### config.mk
export PLATFORM = sky130hd
export DESIGN_NAME = uart_rx_special
export DESIGN_NICKNAME = d
export VERILOG_FILES = /design/src/design/uart_rx_pkg.sv /design/src/design/uart_rx_special.sv
export VERILOG_INCLUDE_DIRS = /design/src /design/src/design
export SDC_FILE = /design/constraint.sdc
export NUM_CORES = 1
export LEC_CHECK = 0
export BUFFER_PORTS_ARGS = -buffer_cell sky130_fd_sc_hd__clkbuf_2
export CAP_MARGIN = 20
export CORE_MARGIN = 10
export CORE_UTILIZATION = 63
export DETAILED_ROUTE_END_ITERATION = 8
export GPL_TIMING_DRIVEN = 0
export PLACE_DENSITY = 0.83
export SLEW_MARGIN = 10
export SYNTH_ARGS = -nofsm -noshare
export SYNTH_HDL_FRONTEND = slang
export SYNTH_SLANG_ARGS = --single-unit
### constraint.sdc
create_clock -name clk -period 14 [get_ports clk]
set_input_delay 3.5 -clock clk [delete_from_list [all_inputs] [get_ports clk]]
set_output_delay 3.5 -clock clk [all_outputs]
set_load 0.01 [all_outputs]
### src/design/uart_rx_cfg.svh
`ifndef UART_RX_CFG_SVH
`define UART_RX_CFG_SVH
// ==========================================================
// Register map
`define ADDR_MODE 12'h000
`define ADDR_STAT 12'h004
`define ADDR_BAUD 12'h008
`define ADDR_RXDATA 12'h00c
// ==========================================================
// Mode register fields
`define MODE_EN_BIT 15
`define MODE_PINU_LSB 8
`define MODE_WAKE_BIT 7
`define MODE_LPBK_BIT 6
`define MODE_AUTOBAUD_ENABLE_BIT 5
`define MODE_FMT_LSB 1
`define MODE_STOP_BIT 0
// ==========================================================
// Status register fields
`define STAT_TXEN_BIT 10
`define STAT_IRQ_BIT 9
`define STAT_THR_LSB 6
`define STAT_ADDR_BIT 5
`define STAT_IDLE_BIT 4
`define STAT_FRAMING_ERROR_FLAG_BIT 2
`define STAT_OERR_BIT 1
`define STAT_AVAIL_BIT 0
// ==========================================================
// Encodings, reset values and counts
`define FMT_EIGHT 2'h0
`define FMT_NINE 2'h3
`define THR_THREE 2'h2
`define THR_FULL 2'h3
`define PIN_RTS 2'h1
`define PIN_RTSCTS 2'h2
`define PIN_BCLK 2'h3
`define BAUD_RESET 16'h0000
`define SUB_LAST 4'hf
`define SUB_MID 4'h7
`define LAST_BIT_EIGHT 4'h7
`define LAST_BIT_NINE 4'h8
`define ABD_PRESCALE_LAST 3'h7
`define ABD_LAST_EDGE 3'h4
`endif

### src/design/uart_rx_pkg.sv
package uart_rx_pkg;
  typedef enum logic [2:0] {
    RX_IDLE = 3'b000,
    RX_START = 3'b001,
    RX_BITS = 3'b010,
    RX_STOP = 3'b011,
    RX_WAITHI = 3'b100,
    ABD_FALL = 3'b101,
    ABD_RISE = 3'b110,
    ABD_COUNT = 3'b111
  } rx_state_t;

  typedef struct packed {
    logic framing_error_flag;
    logic [8:0] data;
  } rx_word_t;

  typedef struct packed {
    logic moduleEnable;
    logic [1:0] pinUsage;
    logic wake;
    logic loopback;
    logic autobaud;
    logic [1:0] dataFormat;
    logic stopCount;
  } mode_t;
endpackage

### src/design/uart_rx_special.sv
`include "uart_rx_cfg.svh"
`timescale 1ns/100ps
`default_nettype none
// Summary of operation
// - Address filter in 9-bit mode drops words with ninth bit zero, no interrupt.
// - Wake-on-break waits for high line after break, never restarts on break.
// - Break loads all-zero word with framing error; nothing more until line high.
// - Wake enable clears itself when line goes high after the break.
// - Receiver idle flag rises once the line returns high after a break.
// - Character length follows format and stop selects; long break completes then.
// - Without wake, break is one ordinary all-zero word with framing error.
// - Transmit enable sets only when module enable is already set.
// - Loopback feeds transmit output to receiver, ignores receive pin, keeps tx pin.
// - In loopback, pin-usage field selects handshake or baud clock pin functions.
// - Auto-baud starts on start bit, only with wake and loopback both clear.
// - Setting auto-baud clears the baud counter, then waits fall then rise.
// - Counter runs at clock/8 from start end; fifth rise loads divisor, clears enable.
// - Auto-baud holds receiver idle, FIFO untouched, interrupt flag set at fifth rise.
// - Wake has priority; auto-baud then runs on character after the break.
// - Interrupt threshold: 0x every word, 10 at 3 or 4 words, 11 when full.
// - Address filter has no effect in 8-bit data mode.
module uart_rx_special #(
  parameter int DIV_W = 16,
  parameter int DEPTH = 4
) (
  input wire logic clk,
  input wire logic rst,
  input wire logic psel,
  input wire logic penable,
  input wire logic pwrite,
  input wire logic [11:0] paddr,
  input wire logic [31:0] pwdata,
  output logic [31:0] prdata,
  output logic pready,
  output logic pslverr,
  input wire logic serialInPin,
  input wire logic txSerial,
  input wire logic ctsPinIn,
  output logic serialOutPin,
  output logic rtsPinOut,
  output logic rtsPinOe,
  output logic ctsToTx,
  output logic baudClkOut,
  output logic baudClkOe,
  output logic txEnable,
  output logic rxIrqFlag
);
  localparam int PW = $clog2(DEPTH);
  localparam logic [PW:0] FULL = (PW+1)'(DEPTH);
  localparam logic [PW:0] THREE = (PW+1)'(3);

  // ==========================================================
  // Line sampling and loopback
  logic rxLine_ff, rxPrev_ff;
  uart_rx_pkg::mode_t mode_ff, nxt_mode;
  logic fall, rise;
  assign fall = rxPrev_ff & ~rxLine_ff;
  assign rise = ~rxPrev_ff & rxLine_ff;

  always_ff @(posedge clk or posedge rst) begin
    if (rst) begin
      rxLine_ff <= 1'b1;
      rxPrev_ff <= 1'b1;
    end else begin
      rxLine_ff <= mode_ff.loopback ? txSerial : serialInPin;
      rxPrev_ff <= rxLine_ff;
    end
  end

  // ==========================================================
  // Register state
  logic [1:0] thr_ff, nxt_thr;
  logic addrFilter_ff, nxt_addrFilter;
  logic txEn_ff, nxt_txEn;
  logic irq_ff, nxt_irq;
  logic oerr_ff, nxt_oerr;
  logic [DIV_W-1:0] baudDiv_ff, nxt_baudDiv;
  logic [31:0] prdata_ff, nxt_prdata;
  logic pready_ff, nxt_pready, pslverr_ff, nxt_pslverr;

  // ==========================================================
  // Receiver state
  uart_rx_pkg::rx_state_t st_ff, nxt_st;
  logic [DIV_W-1:0] divCnt_ff, nxt_divCnt;
  logic [3:0] sub_ff, nxt_sub, bit_ff, nxt_bit;
  logic [8:0] shift_ff, nxt_shift;
  logic stopErr_ff, nxt_stopErr;
  logic [2:0] pre_ff, nxt_pre, edges_ff, nxt_edges;
  logic [DIV_W-1:0] abdCnt_ff, nxt_abdCnt;
  logic idle_ff, nxt_idle;
  logic push, abdDone, wakeClr;
  uart_rx_pkg::rx_word_t pushWord;

  // ==========================================================
  // FIFO state
  uart_rx_pkg::rx_word_t mem_ff [DEPTH];
  logic [PW-1:0] wrPtr_ff, rdPtr_ff;
  logic [PW:0] cnt_ff, nxt_cnt;
  logic doPush, pop, fifoReset;

  logic access, done, wrMode, wrStat, rdData, abaudSet;
  assign access = psel & penable;
  assign done = access & pready_ff;
  assign wrMode = done & pwrite & (paddr == `ADDR_MODE);
  assign wrStat = done & pwrite & (paddr == `ADDR_STAT);
  assign rdData = done & ~pwrite & (paddr == `ADDR_RXDATA);
  assign abaudSet = wrMode & pwdata[`MODE_AUTOBAUD_ENABLE_BIT] & ~mode_ff.autobaud;

  logic tick, sampleNow, bitEnd, nine;
  logic [3:0] lastBit, lastStop;
  logic [8:0] word;
  assign tick = (divCnt_ff == baudDiv_ff);
  assign sampleNow = tick & (sub_ff == `SUB_MID);
  assign bitEnd = tick & (sub_ff == `SUB_LAST);
  assign nine = (mode_ff.dataFormat == `FMT_NINE);
  // Parity formats add one bit; it is counted but not checked here
  assign lastBit = (mode_ff.dataFormat == `FMT_EIGHT) ? `LAST_BIT_EIGHT : `LAST_BIT_NINE;
  assign lastStop = mode_ff.stopCount ? 4'h1 : 4'h0;
  always_comb begin
    unique case (mode_ff.dataFormat)
      `FMT_EIGHT: word = {1'b0, shift_ff[8:1]};
      `FMT_NINE: word = shift_ff;
      default: word = {1'b0, shift_ff[7:0]};
    endcase
  end

  // ==========================================================
  // Receive sequencer and auto-baud measurement
  always_comb begin
    nxt_st = st_ff;
    nxt_divCnt = tick ? '0 : divCnt_ff + 1'b1;
    nxt_sub = tick ? sub_ff + 4'h1 : sub_ff;
    nxt_bit = bit_ff;
    nxt_shift = shift_ff;
    nxt_stopErr = stopErr_ff;
    nxt_pre = pre_ff;
    nxt_edges = edges_ff;
    nxt_abdCnt = abaudSet ? '0 : abdCnt_ff;
    push = 1'b0;
    abdDone = 1'b0;
    wakeClr = 1'b0;
    pushWord = '{framing_error_flag: stopErr_ff, data: word};
    unique case (st_ff)
      uart_rx_pkg::RX_IDLE: begin
        // Wake blocks auto-baud, so it waits for the character after the break
        if (mode_ff.autobaud & ~mode_ff.wake & ~mode_ff.loopback) begin
          nxt_st = uart_rx_pkg::ABD_FALL;
        end else if (mode_ff.moduleEnable & fall) begin
          nxt_st = uart_rx_pkg::RX_START;
          nxt_divCnt = '0;
          nxt_sub = 4'h0;
        end
      end
      uart_rx_pkg::RX_START: begin
        if (sampleNow & rxLine_ff) begin
          nxt_st = uart_rx_pkg::RX_IDLE;
        end else if (bitEnd) begin
          nxt_st = uart_rx_pkg::RX_BITS;
          nxt_bit = 4'h0;
        end
      end
      uart_rx_pkg::RX_BITS: begin
        if (sampleNow) begin
          nxt_shift = {rxLine_ff, shift_ff[8:1]};
        end
        if (bitEnd) begin
          nxt_bit = bit_ff + 4'h1;
          if (bit_ff == lastBit) begin
            nxt_st = uart_rx_pkg::RX_STOP;
            nxt_bit = 4'h0;
          end
        end
      end
      uart_rx_pkg::RX_STOP: begin
        if (sampleNow & (bit_ff == 4'h0)) begin
          nxt_stopErr = ~rxLine_ff;
        end
        if (bitEnd) begin
          nxt_bit = bit_ff + 4'h1;
          if (bit_ff == lastStop) begin
            // Break or not, the word is buffered with its framing flag unless the address filter drops it
            push = ~(addrFilter_ff & nine & ~word[8]);
            // A low first stop bit waits for the line to recover first
            nxt_st = stopErr_ff ? uart_rx_pkg::RX_WAITHI : uart_rx_pkg::RX_IDLE;
          end
        end
      end
      uart_rx_pkg::RX_WAITHI: begin
        if (rxLine_ff) begin
          nxt_st = uart_rx_pkg::RX_IDLE;
          wakeClr = mode_ff.wake;
        end
      end
      uart_rx_pkg::ABD_FALL: begin
        if (!mode_ff.autobaud) begin
          nxt_st = uart_rx_pkg::RX_IDLE;
        end else if (fall) begin
          nxt_st = uart_rx_pkg::ABD_RISE;
        end
      end
      uart_rx_pkg::ABD_RISE: begin
        if (!mode_ff.autobaud) begin
          nxt_st = uart_rx_pkg::RX_IDLE;
        end else if (rise) begin
          nxt_st = uart_rx_pkg::ABD_COUNT;
          nxt_edges = 3'h0;
          nxt_pre = 3'h0;
          nxt_abdCnt = '0;
        end
      end
      uart_rx_pkg::ABD_COUNT: begin
        nxt_pre = pre_ff + 3'h1;
        if (pre_ff == `ABD_PRESCALE_LAST) begin
          nxt_abdCnt = abdCnt_ff + 1'b1;
        end
        if (!mode_ff.autobaud) begin
          nxt_st = uart_rx_pkg::RX_IDLE;
        end else if (rise) begin
          nxt_edges = edges_ff + 3'h1;
          if (edges_ff == `ABD_LAST_EDGE - 3'h1) begin
            abdDone = 1'b1;
            nxt_st = uart_rx_pkg::RX_IDLE;
          end
        end
      end
    endcase
    // Auto-baud states decode as idle, so the receiver still reports idle
    nxt_idle = (nxt_st inside {uart_rx_pkg::RX_IDLE, uart_rx_pkg::ABD_FALL,
                               uart_rx_pkg::ABD_RISE, uart_rx_pkg::ABD_COUNT});
  end

  always_ff @(posedge clk or posedge rst) begin
    if (rst) begin
      st_ff <= uart_rx_pkg::RX_IDLE;
      divCnt_ff <= '0;
      sub_ff <= 4'h0;
      bit_ff <= 4'h0;
      shift_ff <= 9'h000;
      stopErr_ff <= 1'b0;
      pre_ff <= 3'h0;
      edges_ff <= 3'h0;
      abdCnt_ff <= '0;
      idle_ff <= 1'b1;
    end else begin
      st_ff <= nxt_st;
      divCnt_ff <= nxt_divCnt;
      sub_ff <= nxt_sub;
      bit_ff <= nxt_bit;
      shift_ff <= nxt_shift;
      stopErr_ff <= nxt_stopErr;
      pre_ff <= nxt_pre;
      edges_ff <= nxt_edges;
      abdCnt_ff <= nxt_abdCnt;
      idle_ff <= nxt_idle;
    end
  end

  // ==========================================================
  // Receive FIFO; clearing overrun discards its contents
  logic [PW:0] after;
  logic irqSet;
  assign fifoReset = wrStat & ~pwdata[`STAT_OERR_BIT] & oerr_ff;
  assign pop = rdData & (cnt_ff != '0);
  assign doPush = push & ~oerr_ff & (cnt_ff != FULL);
  assign after = cnt_ff + (PW+1)'(doPush) - (PW+1)'(pop);
  always_comb begin
    nxt_cnt = fifoReset ? '0 : after;
    nxt_oerr = (push & ~oerr_ff & (cnt_ff == FULL)) | (oerr_ff & ~fifoReset);
    unique case (thr_ff)
      `THR_THREE: irqSet = doPush & (after >= THREE);
      `THR_FULL: irqSet = doPush & (after == FULL);
      default: irqSet = doPush;
    endcase
  end

  always_ff @(posedge clk or posedge rst) begin
    if (rst) begin
      wrPtr_ff <= '0;
      rdPtr_ff <= '0;
      cnt_ff <= '0;
      oerr_ff <= 1'b0;
      for (int i = 0; i < DEPTH; i++) begin
        mem_ff[i] <= '0;
      end
    end else begin
      cnt_ff <= nxt_cnt;
      oerr_ff <= nxt_oerr;
      if (doPush) begin
        mem_ff[wrPtr_ff] <= pushWord;
      end
      wrPtr_ff <= fifoReset ? '0 : wrPtr_ff + PW'(doPush);
      rdPtr_ff <= fifoReset ? '0 : rdPtr_ff + PW'(pop);
    end
  end

  // ==========================================================
  // APB registers; one wait state on every access
  uart_rx_pkg::rx_word_t top;
  assign top = mem_ff[rdPtr_ff];
  always_comb begin
    nxt_mode = mode_ff;
    nxt_thr = thr_ff;
    nxt_addrFilter = addrFilter_ff;
    nxt_txEn = txEn_ff;
    nxt_baudDiv = abdDone ? abdCnt_ff : baudDiv_ff;
    nxt_pready = access & ~pready_ff;
    nxt_pslverr = 1'b0;
    nxt_prdata = 32'h0000_0000;
    if (wakeClr) nxt_mode.wake = 1'b0;
    if (abdDone) nxt_mode.autobaud = 1'b0;
    if (wrMode) begin
      nxt_mode = '{moduleEnable: pwdata[`MODE_EN_BIT],
                   pinUsage: pwdata[`MODE_PINU_LSB+:2], wake: pwdata[`MODE_WAKE_BIT],
                   loopback: pwdata[`MODE_LPBK_BIT], autobaud: pwdata[`MODE_AUTOBAUD_ENABLE_BIT],
                   dataFormat: pwdata[`MODE_FMT_LSB+:2], stopCount: pwdata[`MODE_STOP_BIT]};
    end
    if (wrStat) begin
      nxt_thr = pwdata[`STAT_THR_LSB+:2];
      nxt_addrFilter = pwdata[`STAT_ADDR_BIT];
      nxt_txEn = pwdata[`STAT_TXEN_BIT] & mode_ff.moduleEnable;
    end
    if (!mode_ff.moduleEnable) nxt_txEn = 1'b0;
    if (done & pwrite & (paddr == `ADDR_BAUD)) nxt_baudDiv = pwdata[DIV_W-1:0];
    // Hardware set wins over a software clear in the same cycle
    nxt_irq = (irq_ff & ~(wrStat & pwdata[`STAT_IRQ_BIT])) | irqSet | abdDone;
    if (access & ~pready_ff) begin
      unique case (paddr)
        `ADDR_MODE: begin
          nxt_prdata[`MODE_EN_BIT] = mode_ff.moduleEnable;
          nxt_prdata[`MODE_PINU_LSB+:2] = mode_ff.pinUsage;
          nxt_prdata[`MODE_WAKE_BIT] = mode_ff.wake;
          nxt_prdata[`MODE_LPBK_BIT] = mode_ff.loopback;
          nxt_prdata[`MODE_AUTOBAUD_ENABLE_BIT] = mode_ff.autobaud;
          nxt_prdata[`MODE_FMT_LSB+:2] = mode_ff.dataFormat;
          nxt_prdata[`MODE_STOP_BIT] = mode_ff.stopCount;
        end
        `ADDR_STAT: begin
          nxt_prdata[`STAT_TXEN_BIT] = txEn_ff;
          nxt_prdata[`STAT_IRQ_BIT] = irq_ff;
          nxt_prdata[`STAT_THR_LSB+:2] = thr_ff;
          nxt_prdata[`STAT_ADDR_BIT] = addrFilter_ff;
          nxt_prdata[`STAT_IDLE_BIT] = idle_ff;
          nxt_prdata[`STAT_FRAMING_ERROR_FLAG_BIT] = (cnt_ff != '0) & top.framing_error_flag;
          nxt_prdata[`STAT_OERR_BIT] = oerr_ff;
          nxt_prdata[`STAT_AVAIL_BIT] = (cnt_ff != '0);
        end
        `ADDR_BAUD: nxt_prdata[DIV_W-1:0] = baudDiv_ff;
        `ADDR_RXDATA: nxt_prdata[9:0] = (cnt_ff != '0) ? top : '0;
        default: nxt_pslverr = 1'b1;
      endcase
    end
  end

  always_ff @(posedge clk or posedge rst) begin
    if (rst) begin
      mode_ff <= '0;
      thr_ff <= 2'h0;
      addrFilter_ff <= 1'b0;
      txEn_ff <= 1'b0;
      irq_ff <= 1'b0;
      baudDiv_ff <= `BAUD_RESET;
      prdata_ff <= 32'h0000_0000;
      pready_ff <= 1'b0;
      pslverr_ff <= 1'b0;
    end else begin
      mode_ff <= nxt_mode;
      thr_ff <= nxt_thr;
      addrFilter_ff <= nxt_addrFilter;
      txEn_ff <= nxt_txEn;
      irq_ff <= nxt_irq;
      baudDiv_ff <= nxt_baudDiv;
      prdata_ff <= nxt_prdata;
      pready_ff <= nxt_pready;
      pslverr_ff <= nxt_pslverr;
    end
  end

  // ==========================================================
  // Pin functions
  logic [1:0] pu;
  assign pu = mode_ff.pinUsage;
  always_ff @(posedge clk or posedge rst) begin
    if (rst) begin
      serialOutPin <= 1'b1;
      rtsPinOut <= 1'b1;
      rtsPinOe <= 1'b0;
      ctsToTx <= 1'b0;
      baudClkOut <= 1'b0;
      baudClkOe <= 1'b0;
    end else begin
      serialOutPin <= txSerial;
      // Request to send is low while the receiver can take a word
      rtsPinOut <= (cnt_ff == FULL) | oerr_ff;
      rtsPinOe <= (pu == `PIN_RTS) | (pu == `PIN_RTSCTS);
      ctsToTx <= (pu == `PIN_RTSCTS) & (mode_ff.loopback ? rtsPinOut : ctsPinIn);
      baudClkOut <= (pu == `PIN_BCLK) & tick;
      baudClkOe <= (pu == `PIN_BCLK);
    end
  end

  assign prdata = prdata_ff;
  assign pready = pready_ff;
  assign pslverr = pslverr_ff;
  assign txEnable = txEn_ff;
  assign rxIrqFlag = irq_ff;
endmodule
`default_nettype wire

* Word level (Yosys, flattened, before mapping) *
Index checks and enable logic that the tools add are counted.
W data, S select, Z words.

storage, ports and cells
  output and inout port bits = 42
  bits of input ports = 52
  register bits after elaboration = 164
  word-level logic and storage cells = 260

cells by class
  reductions and logical operators = 19
  magnitude comparators = 4
  mux-type cells = 87
  bitwise operators = 57
  add/subtract/negate cells = 10
  equality and inequality tests = 38

operator list
  operator                 number
  $mux W16                 11
  $mux W3                  22
  $mux W4                  11
  $bwmux W40               1
  $mux W10                 4
  $and A1 B1 Y1            37
  $add A16 B1 Y16 const B  2
  $pmux W16 S2             1
  $eq A3 B3 Y1 const B     10
  $eq A12 B4 Y1 const B    2
  $pmux W3 S4              2
  $pmux W3 S8              1
  $bmux W10 S2             1
  $demux W10 S2            1
  $mux W1                  18
  $pmux W9 S2              1
  $eq A16 B16 Y1           1
  $ne A2 B2 Y1 const B     8
  $not A1 Y1               13
  $eq A12 B3 Y1 const B    1
  $logic_not A12 Y1        1
  $pmux W3 S2              2
  $pmux W4 S3              1
  $eq A2 B2 Y1 const B     5
  other kinds (35)         58

* Depth between registers and ports, before layout *
Gate-level depths: netlist of run 1.

  depth after elaboration = 17
  mapped depth = 15
  mapped depth without buffers = 15

* Worst setup path before layout of run 1 *
No wires, ideal clock.

  path type = in2reg
  start = input paddr[11]
  end = register irq_ff, in the netlist rxIrqFlag
  path buffers = 1
  data arrival time = 6.197 ns
  data required time = 13.917 ns
  setup time = 0.083 ns
  slack = 7.720 ns
  cell stages on the path = 14
  cell sequence = nor4_1 and3_1 and3_1 clkbuf_1 nor4bb_1 ha_1 inv_1 ha_1 inv_1 fa_1 inv_1 o21ai_0 a21oi_1 o21ai_0

on the way
  cells in the longest elaborated chain, start to end = 9
  elaborated cells between the ends (all ways) = 16
  those cells by class = add/sub: 1; order compare: 1; eq/ne: 3; mux: 1; bitwise: 10

RTL lines
  what                                                 line                                            RTL
  start, declared                                      uart_rx_special.sv:31                           input wire logic [11:0] paddr,
  $eq A12 B4 Y1                                        n/a
  $and A1 B1 Y1                                        uart_rx_special.sv:106                          assign rdData = done & ~pwrite & (paddr == `ADDR_RXDATA);
  $and A1 B1 Y1                                        uart_rx_special.sv:263                          assign pop = rdData & (cnt_ff != '0);
  $sub A3 B1 Y3                                        uart_rx_special.sv:265                          assign after = cnt_ff + (PW+1)'(doPush) - (PW+1)'(pop);
  $ge A3 B2 Y1 / $eq A3 B3 Y1 (equally long branches)  uart_rx_special.sv:270, uart_rx_special.sv:271
  $and A1 B1 Y1, on equally long branches              uart_rx_special.sv:270, uart_rx_special.sv:271
  $pmux W1 S2                                          uart_rx_special.sv:269                          unique case (thr_ff)
  $or A1 B1 Y1 (*) (2 in a row)                        uart_rx_special.sv:325                          nxt_irq = (irq_ff & ~(wrStat & pwdata[`STAT_IRQ_BIT])) | irqSet | abdDone;
  via nxt_irq                                          uart_rx_special.sv:75                           logic irq_ff, nxt_irq;
  end signal, assigned                                 uart_rx_special.sv:370                          irq_ff <= nxt_irq;
  end, declared                                        uart_rx_special.sv:75

Mark *: on every way through the listed nets, which the timed path passes. The rest lies on a longest branch.
A chain may end at the register's enable or synchronous reset.

* Worst setup path after layout of run 1 *
Same ends and word-level chain as after synthesis.

==> results of run 1 <==
-- kinds of logic (layout without fill, tap and decap cells) --
kind of cell	count (synthesis)	after routing	share of synthesized area
other	1	16	0.000461
flip-flops	164	164	0.505
multiplexers	60	60	0.0939
adder cells (fa/ha/maj)	18	18	0.0286
AO/OA/AOI/OAI	146	146	0.106
AND/OR/NAND/NOR	302	302	0.181
buffers and inverters	72	165	0.0447
XOR/XNOR	38	38	0.0409
-- power by group through the flow --
stage	clock network, mW	registers, mW	logic [mW]
after global placement	0	0.501	0.0784
after floorplan	0	0.499	0.0592
after detailed placement	0	0.502	0.0812
final	0.462	0.493	0.0838
after global routing	0.485	0.494	0.0918
after CTS	0.462	0.493	0.0821
-- cell type report --
class	instances	share of cell area
timing repair buffer	61	0.0351
sequential	164	0.441
clock inverter	14	0.0150
inverter	25	0.0109
tap	172	0.0231
clock buffer	18	0.0471
multi-input combinational	580	0.399
buffer	47	0.0290
-- placed cells by master, fill, tap and decap left out, types with 11 or more instances in the layout --
master	instances
mux2_2	23
xor2_1	28
and3_1	15
o21ai_0	67
nand3_1	24
buf_4	16
nand2_1	111
dfrtp_1	159
o21ai_1	18
nor2_1	75
ha_1	17
a21oi_1	15
a22oi_1	11
conb_1	16
clkbuf_1	20
mux2i_1	25
clkbuf_16	17
nor2b_1	13
inv_1	24
clkbuf_2	60
-- critical path: cells and delay by family --
| kind | cells | cell delay (ns) |
|---|---|---|
| AOI/OAI and AO/OA | 2 | 0.26 |
| xor gates and xnor gates | 2 | 0.40 |
| adders and majority gates | 3 | 0.95 |
| buffers and inverters | 4 | 0.58 |
| and+or+nand+nor | 4 | 1.91 |
-- worst max-delay path by stage --
stage                     depth (start not counted)       endpoint  slack [ns]
after floorplan                                   1   abdCnt_ff[0]        6.07
after global placement                            2  divCnt_ff[11]        4.70
after detailed placement                         15      rxIrqFlag        6.45
after CTS                                        15      rxIrqFlag        6.84
after global routing                             15      rxIrqFlag        6.48
final                                            15      rxIrqFlag        6.75
-- per-stage QoR --
step                worst slack, ns  total power, mW  area (um^2)
floorplan                      6.07            0.558         8200
global placement               4.70            0.580         8710
detailed placement             6.45            0.583         8750
CTS                            6.84             1.04         9330
global route                   6.48             1.07         9330
finish                         6.75             1.04         9330
-- layer usage --
metal,vias to the layer above,wire (um)
li1,2955,-
met1,3271,8420
met2,328,10800
met3,56,1540
met4,0,673
met5,-,0
-- flip-flops by register name, summed over array words and instances (netlist names), 2 cells and up --
signal and flops:
mem_ff 40, abdCnt_ff 16, baudDiv_ff 16, divCnt_ff 16, prdata 16, shift_ff 9, mode_ff 7, bit_ff 4
sub_ff 4, cnt_ff 3, edges_ff 3, pre_ff 3, st_ff 3, pu 2, rdPtr_ff 2, thr_ff 2
wrPtr_ff 2
==> results.cfg, run 1 <==
[outcome]
status = completed

[yosys]
synth_top_area_share = 0.489
ys_top_cells_by_area = dfrtp_1 (49%), nand2_1 (5.1%), o21ai_0 (4.1%), nor2_1 (3.5%), mux2_2 (3.2%)
synthesis.area_mm2 = 0.00814
synth_cell_types = 63
synth_edf_count = 0
yosysTopAreaCell = dfrtp_1
synthTopCellsByCount = dfrtp_1 (159), nand2_1 (111), nor2_1 (75)
syn_avg_cell_area_um2 = 10.2
yosysMostFrequentCell = dfrtp_1
synthArstFlopShare = 1.00
synth_cells = 801
synth_seq_area_share = 0.505
ys.flop_type = dfrtp_1
synth_seq_cells = 164
ys_warn_count = 0

[final_layout]
multi_input_area_mm2 = 0.00372
fin_util = 0.739
area_growth_pct = 14.6
post_route_cells_drive_above_1_share = 0.190
num_antenna_cells = 0
final_cell_count_no_fill = 1081
final-seq-area_mm2 = 0.00411
fillers = 917
nNetsFinal = 966

[route]
drtAntennaViolNets = 0
drcViolationCount = 0
num_vias = 6610
vias_per_cell = 6.11
wl_mm = 21.4
first_iter_violations = 799
wl_per_cell_um = 19.8
first_pass_iters = 6

[timing]
setup_tns_ns = 0
post-route-min-period_ns = 7.25
hold_violations = 0
drv_slew = 0
slew_headroom = 0.276
clock-skew-final_ns = 0.00918
tightest_slew_ns = 1.07
hold_slack_ns = 0.442
fmax_ghz = 0.138
setup_viol = 0
rsz0062_at_grt = no
finalCritPeriodShare = 0.518

[critical_path]
critPathLaunchType = input port
r2r_slack_ns = 10.00
r2r-end = rxIrqFlag
path_cells = clkbuf_2 -> nor4_1 -> and3_1 -> and3_1 -> clkbuf_1 -> nor4bb_1 -> ha_1 -> inv_1 -> ha_1 -> inv_1 -> fa_1 -> xnor2_1 -> xnor2_1 -> a21oi_1 -> o21ai_0
crit_slowest_cell = nor4bb_1
r2r_cells = 14
crit_start = paddr[11]
cp_slowest_stage_delay_ns = 0.90
cp.arrival_ns = 7.61
end_kind = register
r2r_start = cnt_ff[1]
path_class = in2reg
critPathMaxFanout = 10
cp.required_ns = 14.36

[power]
pwr-share-comb = 0.081
p_per_area_mw_per_mm2 = 111
vdd_drop_max_mv = 0.0850
clockPowerShare = 0.445
pwr-share-seq = 0.475
p_switching_mw = 0.270
power.internal_mw = 0.769
power_leakage_nw = 4.28
netSwitchingFraction = 0.260

[clocking]
cts_inserted_buffers = 17
cts_htree_levels = 4
post-cts-setup-buffers = 0
postCtsHoldBufs = 0
root_buffer = clkbuf_16
cts.clk_slew.worst_paths_ns = 0.07
cts_sinks = 164
post_cts_resized = 0
insertion_delay_ns = 0.44
cts_tree = done
clockBufferDepth = 2

[global_routing]
grt_util_all_layers = 0.243
grt_pass1_wl_mm = 34.5
antenna_found_initial = 0
grt_start_max_net_pins = 95
met3_usage = 0.0590
use_met2 = 0.411
grt_overflow = 0
busiest_layer = met2
use_met1 = 0.290
grt_pass1_vias = 6683

[die]
dieArea_mm2 = 0.0179
initial_core_util = 0.645
io-pin-count = 94
rows = 41
die_h_um = 134
core_mm2 = 0.0126
fp.dieW_um = 134

[placed_design]
numPortBuffers = 60
gp_congestion = 0.906
dp_hpwl_mm = 15.3
dp.cells = 1049

[hold_path]
hp-start = rxLine_ff
worstHoldPathType = reg2reg
whs_path_depth = 0
worst_hold_path.endpoint = rxPrev_ff

[flow_run]
maxCapViolCount = 0
Note: power is estimated with default switching activity, not from simulation.
==> run 2, diff against run 1 <==
ABC_AREA = 1   (was not set)
CORE_UTILIZATION = 53   (was 63)
PLACE_DENSITY = 0.74   (was 0.83)
clock period = 6 ns   (was 14 ns; I/O delays follow)
==> run 2 against run 1 <==
Against the previous run: non-clock buffer count decreased by 4; via count is 12% higher; hold slack got worse by 0.041 ns; sequential share of layout area decreased by 1.5 points; design area rose by 3.4%; clock-buffer cell count increased by 5.
==> results.cfg, run 2 <==
[placed_design]
numPortBuffers = 61
place_area_mm2 = 0.00908
dp.cells = 1317
place_ws_ns = 1.05
gp_congestion = 0.895
dp_hpwl_mm = 15.8

[global_routing]
antenna_found_initial = 0
grt_util_all_layers = 0.204
grt_pass1_vias = 6915
grt_start_max_net_pins = 110
grt_overflow = 0
grt_pass1_wl_mm = 35.3

[clocking]
cts_inserted_buffers = 17
cts_htree_levels = 4
cts_tree = done
post-cts-setup-buffers = 0
postCtsHoldBufs = 0
clockBufferDepth = 2
post_cts_resized = 0
root_buffer = clkbuf_16
insertion_delay_ns = 0.43
cts.clk_slew.worst_paths_ns = 0.06
cts_sinks = 164

[critical_path]
cp_top_family = simple AND/OR/NAND/NOR gates
r2r_slack_ns = 2.52
end_kind = register
critPathMaxFanout = 8
crit_slowest_cell = nor2_1
crit_buf_inv = 4
r2r_start = divCnt_ff[0]
cp.arrival_ns = 4.83
critPathLaunchType = input port
cp.required_ns = 6.30
path_class = in2reg
r2r_cells = 20
r2r-end = rxIrqFlag
path_cells = clkbuf_2 -> nor2_1 -> nand2_1 -> nor2_1 -> nand4_1 -> nor2_1 -> inv_1 -> nor3_1 -> ha_1 -> inv_1 -> ha_1 -> inv_1 -> fa_1 -> xor2_1 -> o21ai_0 -> a21oi_1 -> o211ai_1
cp_slowest_stage_delay_ns = 0.46

[yosys]
synthTopCellsByCount = nand2_1 (192), dfrtp_1 (159), inv_1 (137)
synthArstFlopShare = 1.00
ys_warn_count = 0
synth_edf_count = 0
syn_avg_cell_area_um2 = 8.22
synth_cells = 1024
synth_top_area_share = 0.473
synth_cell_types = 46
ys_top_cells_by_area = dfrtp_1 (47%), nand2_1 (8.6%), inv_1 (6.1%), nor2_1 (5.2%), o21ai_0 (4.6%)
ys.flop_type = dfrtp_1
yosysTopAreaCell = dfrtp_1
yosysMostFrequentCell = nand2_1
synthesis.area_mm2 = 0.00842
synth_seq_area_share = 0.488
synth_seq_cells = 164

[route]
wl_mm = 21.8
drtAntennaViolNets = 0
wl_per_cell_um = 16.1
vias_per_cell = 5.47
drcViolationCount = 0
num_vias = 7375
first_pass_iters = 6
first_iter_violations = 757

[timing]
post-route-min-period_ns = 4.52
slew_headroom = 0.405
worst_slack_ns = 1.48
drv_slew = 0
tightest_slew_ns = 0.886
fmax_ghz = 0.221
finalCritPeriodShare = 0.754
hold_violations = 0
setup_viol = 0
rsz0062_at_grt = no
hold_slack_ns = 0.401
setup_tns_ns = 0
clock-skew-final_ns = 0.00956

[final_layout]
area_growth_pct = 14.6
largest_reg_flops = 40
fin_util = 0.614
largest_register = mem_ff
num_antenna_cells = 0
nNetsFinal = 1190
final_cell_count_no_fill = 1349
most-common-layout-cells = nand2_1 (192), dfrtp_1 (159), inv_1 (136)
multi_input_area_mm2 = 0.00353
final-seq-area_mm2 = 0.00411
fillers = 1391
final_common_cell = nand2_1
stdcell_area_mm2 = 0.00965
post_route_cells_drive_above_1_share = 0.131

[flow_run]
maxCapViolCount = 0

[hold_path]
worstHoldPathType = reg2reg
whs_path_depth = 0
hp-start = rxLine_ff
worst_hold_path.endpoint = rxPrev_ff

[die]
fp.dieW_um = 146
rows = 46
initial_core_util = 0.536
dieArea_mm2 = 0.0213
io-pin-count = 94
core_mm2 = 0.0157
die_h_um = 146

[power]
pwr-share-comb = 0.180
power_leakage_nw = 4.60
netSwitchingFraction = 0.299
power.internal_mw = 1.98
vdd_drop_max_mv = 0.222
pwr-share-seq = 0.445
p_switching_mw = 0.845
p_per_area_mw_per_mm2 = 293
clockPowerShare = 0.375
power.total_mw = 2.82

[outcome]
status = completed
## run 2: cell types whose count changed after synthesis, moves of 13 or more
cell / delta
xor2_1: -14
a21oi_1: +14
mux2i_1: -25
o21ai_1: +20
o22ai_1: +16
o211ai_1: +14
inv_1: +112
nand3_1: +34
nor3_1: +18
nor2_1: +42
nor2b_1: -13
and3_1: -14
nand2_1: +81
mux2_2: -23
## run 2: how the worst max path moves through the flow
stage	from	slack, ns	to	cells after the start
floorplan	rst	0.07	abdCnt_ff[0]	1
global placement	rst	-1.83	prdata[11]	2
detailed placement	paddr[11]	1.05	rxIrqFlag	17
CTS	paddr[11]	1.42	rxIrqFlag	17
global route	paddr[5]	1.00	rxIrqFlag	17
finish	paddr[11]	1.48	rxIrqFlag	17
## run 2: final cells by class
type,count,area share
flip-flops and latches,164,0.426
multi-input cells,688,0.366
inverters,145,0.0572
clock buffers,23,0.0475
repair buffers,62,0.0345
plain buffers,42,0.0296
well taps,216,0.0280
clock inverters,9,0.0108
## run 2: power by group through the flow
stage,sequential (mW),clock [mW],combinational (mW)
2_1_floorplan,1.26,0,0.379
3_3_place_gp,1.27,0,0.488
3_5_place_dp,1.27,0,0.501
4_1_cts,1.25,1.06,0.504
5_1_grt,1.27,1.12,0.585
6_report,1.26,1.06,0.508
## run 2: kinds of logic (layout without fill, tap and decap cells)
kind of cell             after synthesis  after routing  synth area share
AO/OA/AOI/OAI                        209            209             0.144
XOR/XNOR                              19             19            0.0198
adder cells (fa/ha/maj)               18             18            0.0276
buffers and inverters                187            281            0.0985
flip-flops                           164            164             0.488
other                                  1             16          0.000445
AND/OR/NAND/NOR                      426            426             0.221
## run 2: routing by layer
| metal | GRT usage | vias to the layer above | part of all wire |
|---|---|---|---|
| li1 | - | 3529 | - |
| met1 | 0.277 | 3494 | 0.44 |
| met2 | 0.307 | 309 | 0.45 |
| met3 | 0.0525 | 43 | 0.081 |
| met4 | 0.0746 | 0 | 0.026 |
| met5 | 0 | - | 0 |
## run 2: worst reg2reg max path: stages, from the launching register on
cell and delay (ns):
dfrtp_1 0.51, inv_2 0.06, nand2_1 0.07, nand2_1 0.05, nor2_1 0.09, nand2_1 0.06, nor2_2 0.30, nand3_4 0.19
nor2_4 0.15, nand2_4 0.08, nor2_8 0.16, inv_1 0.10, ha_1 0.31, inv_1 0.06, ha_1 0.13, inv_1 0.05
fa_1 0.39, xor2_1 0.22, o21ai_0 0.12, a21oi_1 0.14, o211ai_1 0.11
==> run 3, diff against run 2 <==
clock period = 3.9 ns   (was 6 ns; I/O delays follow)
==> run 3 against run 2 <==
Against the previous run: final cell count increased by 0.30%; die area unchanged; clock skew grew 0.00077 ns; critical path type unchanged.
==> results.cfg, run 3 (synthesis results as in run 2) <==
[final_layout]
most-common-layout-cells = nand2_1 (192), dfrtp_1 (159), inv_1 (136)
fillers = 1358
area_growth_pct = 15.8
final_common_cell = nand2_1
nNetsFinal = 1194
num_antenna_cells = 0
largest_reg_flops = 40
largest_register = mem_ff
post_route_cells_drive_above_1_share = 0.135

[power]
clockPowerShare = 0.380
power_leakage_nw = 4.64
pwr-share-comb = 0.180
power.internal_mw = 3.10
pwr-share-seq = 0.440
netSwitchingFraction = 0.295
p_switching_mw = 1.30
vdd_drop_max_mv = 0.364
p_per_area_mw_per_mm2 = 451

[global_routing]
antenna_found_initial = 0
grt_start_max_net_pins = 36
grt_util_all_layers = 0.203
grt_pass1_vias = 6989
grt_pass1_wl_mm = 35.4
grt_overflow = 0

[critical_path]
crit_slowest_cell = fa_1
cp.arrival_ns = 3.85
path_cells = clkbuf_2 -> nor2_1 -> nand2_1 -> nor2_1 -> nand4_1 -> nor2_4 -> inv_1 -> nor3_2 -> ha_1 -> inv_1 -> ha_1 -> inv_1 -> fa_1 -> xor2_1 -> o21ai_0 -> a21oi_1 -> o211ai_1
crit_top_cell = inv_1
r2r-end = rxIrqFlag
r2r_start = baudDiv_ff[15]
r2r_cells = 18
cp_slowest_stage_delay_ns = 0.37
end_kind = register
critPathMaxFanout = 8
r2r_slack_ns = 0.51
critPathLaunchType = input port
cp_top_family = simple AND/OR/NAND/NOR gates
path_class = in2reg
cp.required_ns = 4.20
crit_buf_inv = 4

[timing]
drv_slew = 0
fmax_ghz = 0.282
clock-skew-final_ns = 0.0103
hold_violations = 0
setup_tns_ns = 0
slew_headroom = 0.420
setup_viol = 0
finalCritPeriodShare = 0.909
rsz0062_at_grt = no
post-route-min-period_ns = 3.55
hold_slack_ns = 0.405
tightest_slew_ns = 0.864

[outcome]
status = completed

[clocking]
cts_sinks = 164
cts_htree_levels = 4
insertion_delay_ns = 0.43
clockBufferDepth = 2
cts_inserted_buffers = 17
postCtsHoldBufs = 0
cts.clk_slew.worst_paths_ns = 0.06
post-cts-setup-buffers = 0
cts_tree = done
root_buffer = clkbuf_16

[die]
io-pin-count = 94
initial_core_util = 0.536
fp.dieW_um = 146
rows = 46
core_mm2 = 0.0157
dieArea_mm2 = 0.0213
die_h_um = 146

[route]
first_pass_iters = 7
wl_mm = 21.5
drcViolationCount = 0
wl_per_cell_um = 15.9
first_iter_violations = 795
drtAntennaViolNets = 0
num_vias = 7263
vias_per_cell = 5.37

[placed_design]
dp_hpwl_mm = 16.2
numPortBuffers = 61
gp_congestion = 0.883

[hold_path]
hp-start = rxLine_ff
whs_path_depth = 0
worstHoldPathType = reg2reg
worst_hold_path.endpoint = rxPrev_ff

[flow_run]
maxCapViolCount = 0
run 3: cell types whose count changed in the layout (fill, tap and decap cells not counted):
cell       previous run  this run
nor2_1              117       116
nor2_4                2         3
clkbuf_8              1         0
nor3_2                1         2
bufinv_16             2         3
inv_8                 1         0
nor3_1               25        24
inv_6                 1         0
clkinv_4              0         2
buf_12                0         4
clkinv_2              4         3
clkbuf_1             16        17
run 3: final cells by class:
type                    instances  area, um^2  share of cell area
multi-input cells             688        3550               0.364
clock buffers                  23         448              0.0459
inverters                     145         548              0.0562
plain buffers                  42         285              0.0293
clock inverters                 9         130              0.0133
flip-flops and latches        164        4110               0.421
well taps                     216         270              0.0277
repair buffers                 66         413              0.0423
run 3: routing by layer:
metal | vias to the layer above | wire (um) | GRT usage
met4 | 0 | 323 | 0.0611
met2 | 308 | 9620 | 0.308
li1 | 3535 | - | -
met5 | - | 0 | 0
met3 | 34 | 1590 | 0.0504
met1 | 3386 | 9950 | 0.282
run 3: worst max-delay path by stage:
stage / from / endpoint / slack (ns) / cells past startpoint
5_1_grt: paddr[7] / rxIrqFlag / 0.06 / 17
3_3_place_gp: paddr[9] / rxIrqFlag / -0.38 / 17
2_1_floorplan: paddr[11] / rxIrqFlag / 0.34 / 16
3_5_place_dp: paddr[9] / rxIrqFlag / -0.40 / 17
6_report: paddr[9] / rxIrqFlag / 0.35 / 17
4_1_cts: paddr[10] / rxIrqFlag / 0.02 / 17
run 3: power by group through the flow:
stage | logic, mW | registers (mW) | clock network, mW
after floorplan | 0.583 | 1.94 | 0
after global placement | 0.750 | 1.96 | 0
after detailed placement | 0.785 | 1.96 | 0
after CTS | 0.788 | 1.93 | 1.68
after global routing | 0.921 | 1.95 | 1.76
final | 0.792 | 1.93 | 1.67
run 3: what timing repair did:
item,CTS,global route
hold endpoints to repair,0,0
resized for setup,0,3
setup endpoints to repair,0,2
run 3: metrics by stage:
stage	area [um^2]	util	setup WS, ns	cells	power, mW
3_3_place_gp	9050	0.576	-0.379	1316	2.71
6_report	9750	0.621	0.354	1353	4.40
3_5_place_dp	9160	0.583	-0.395	1321	2.75
4_1_cts	9740	0.620	0.0203	1353	4.40
2_1_floorplan	8480	-	0.341	1039	2.52
5_1_grt	9750	0.621	0.0583	1353	4.64
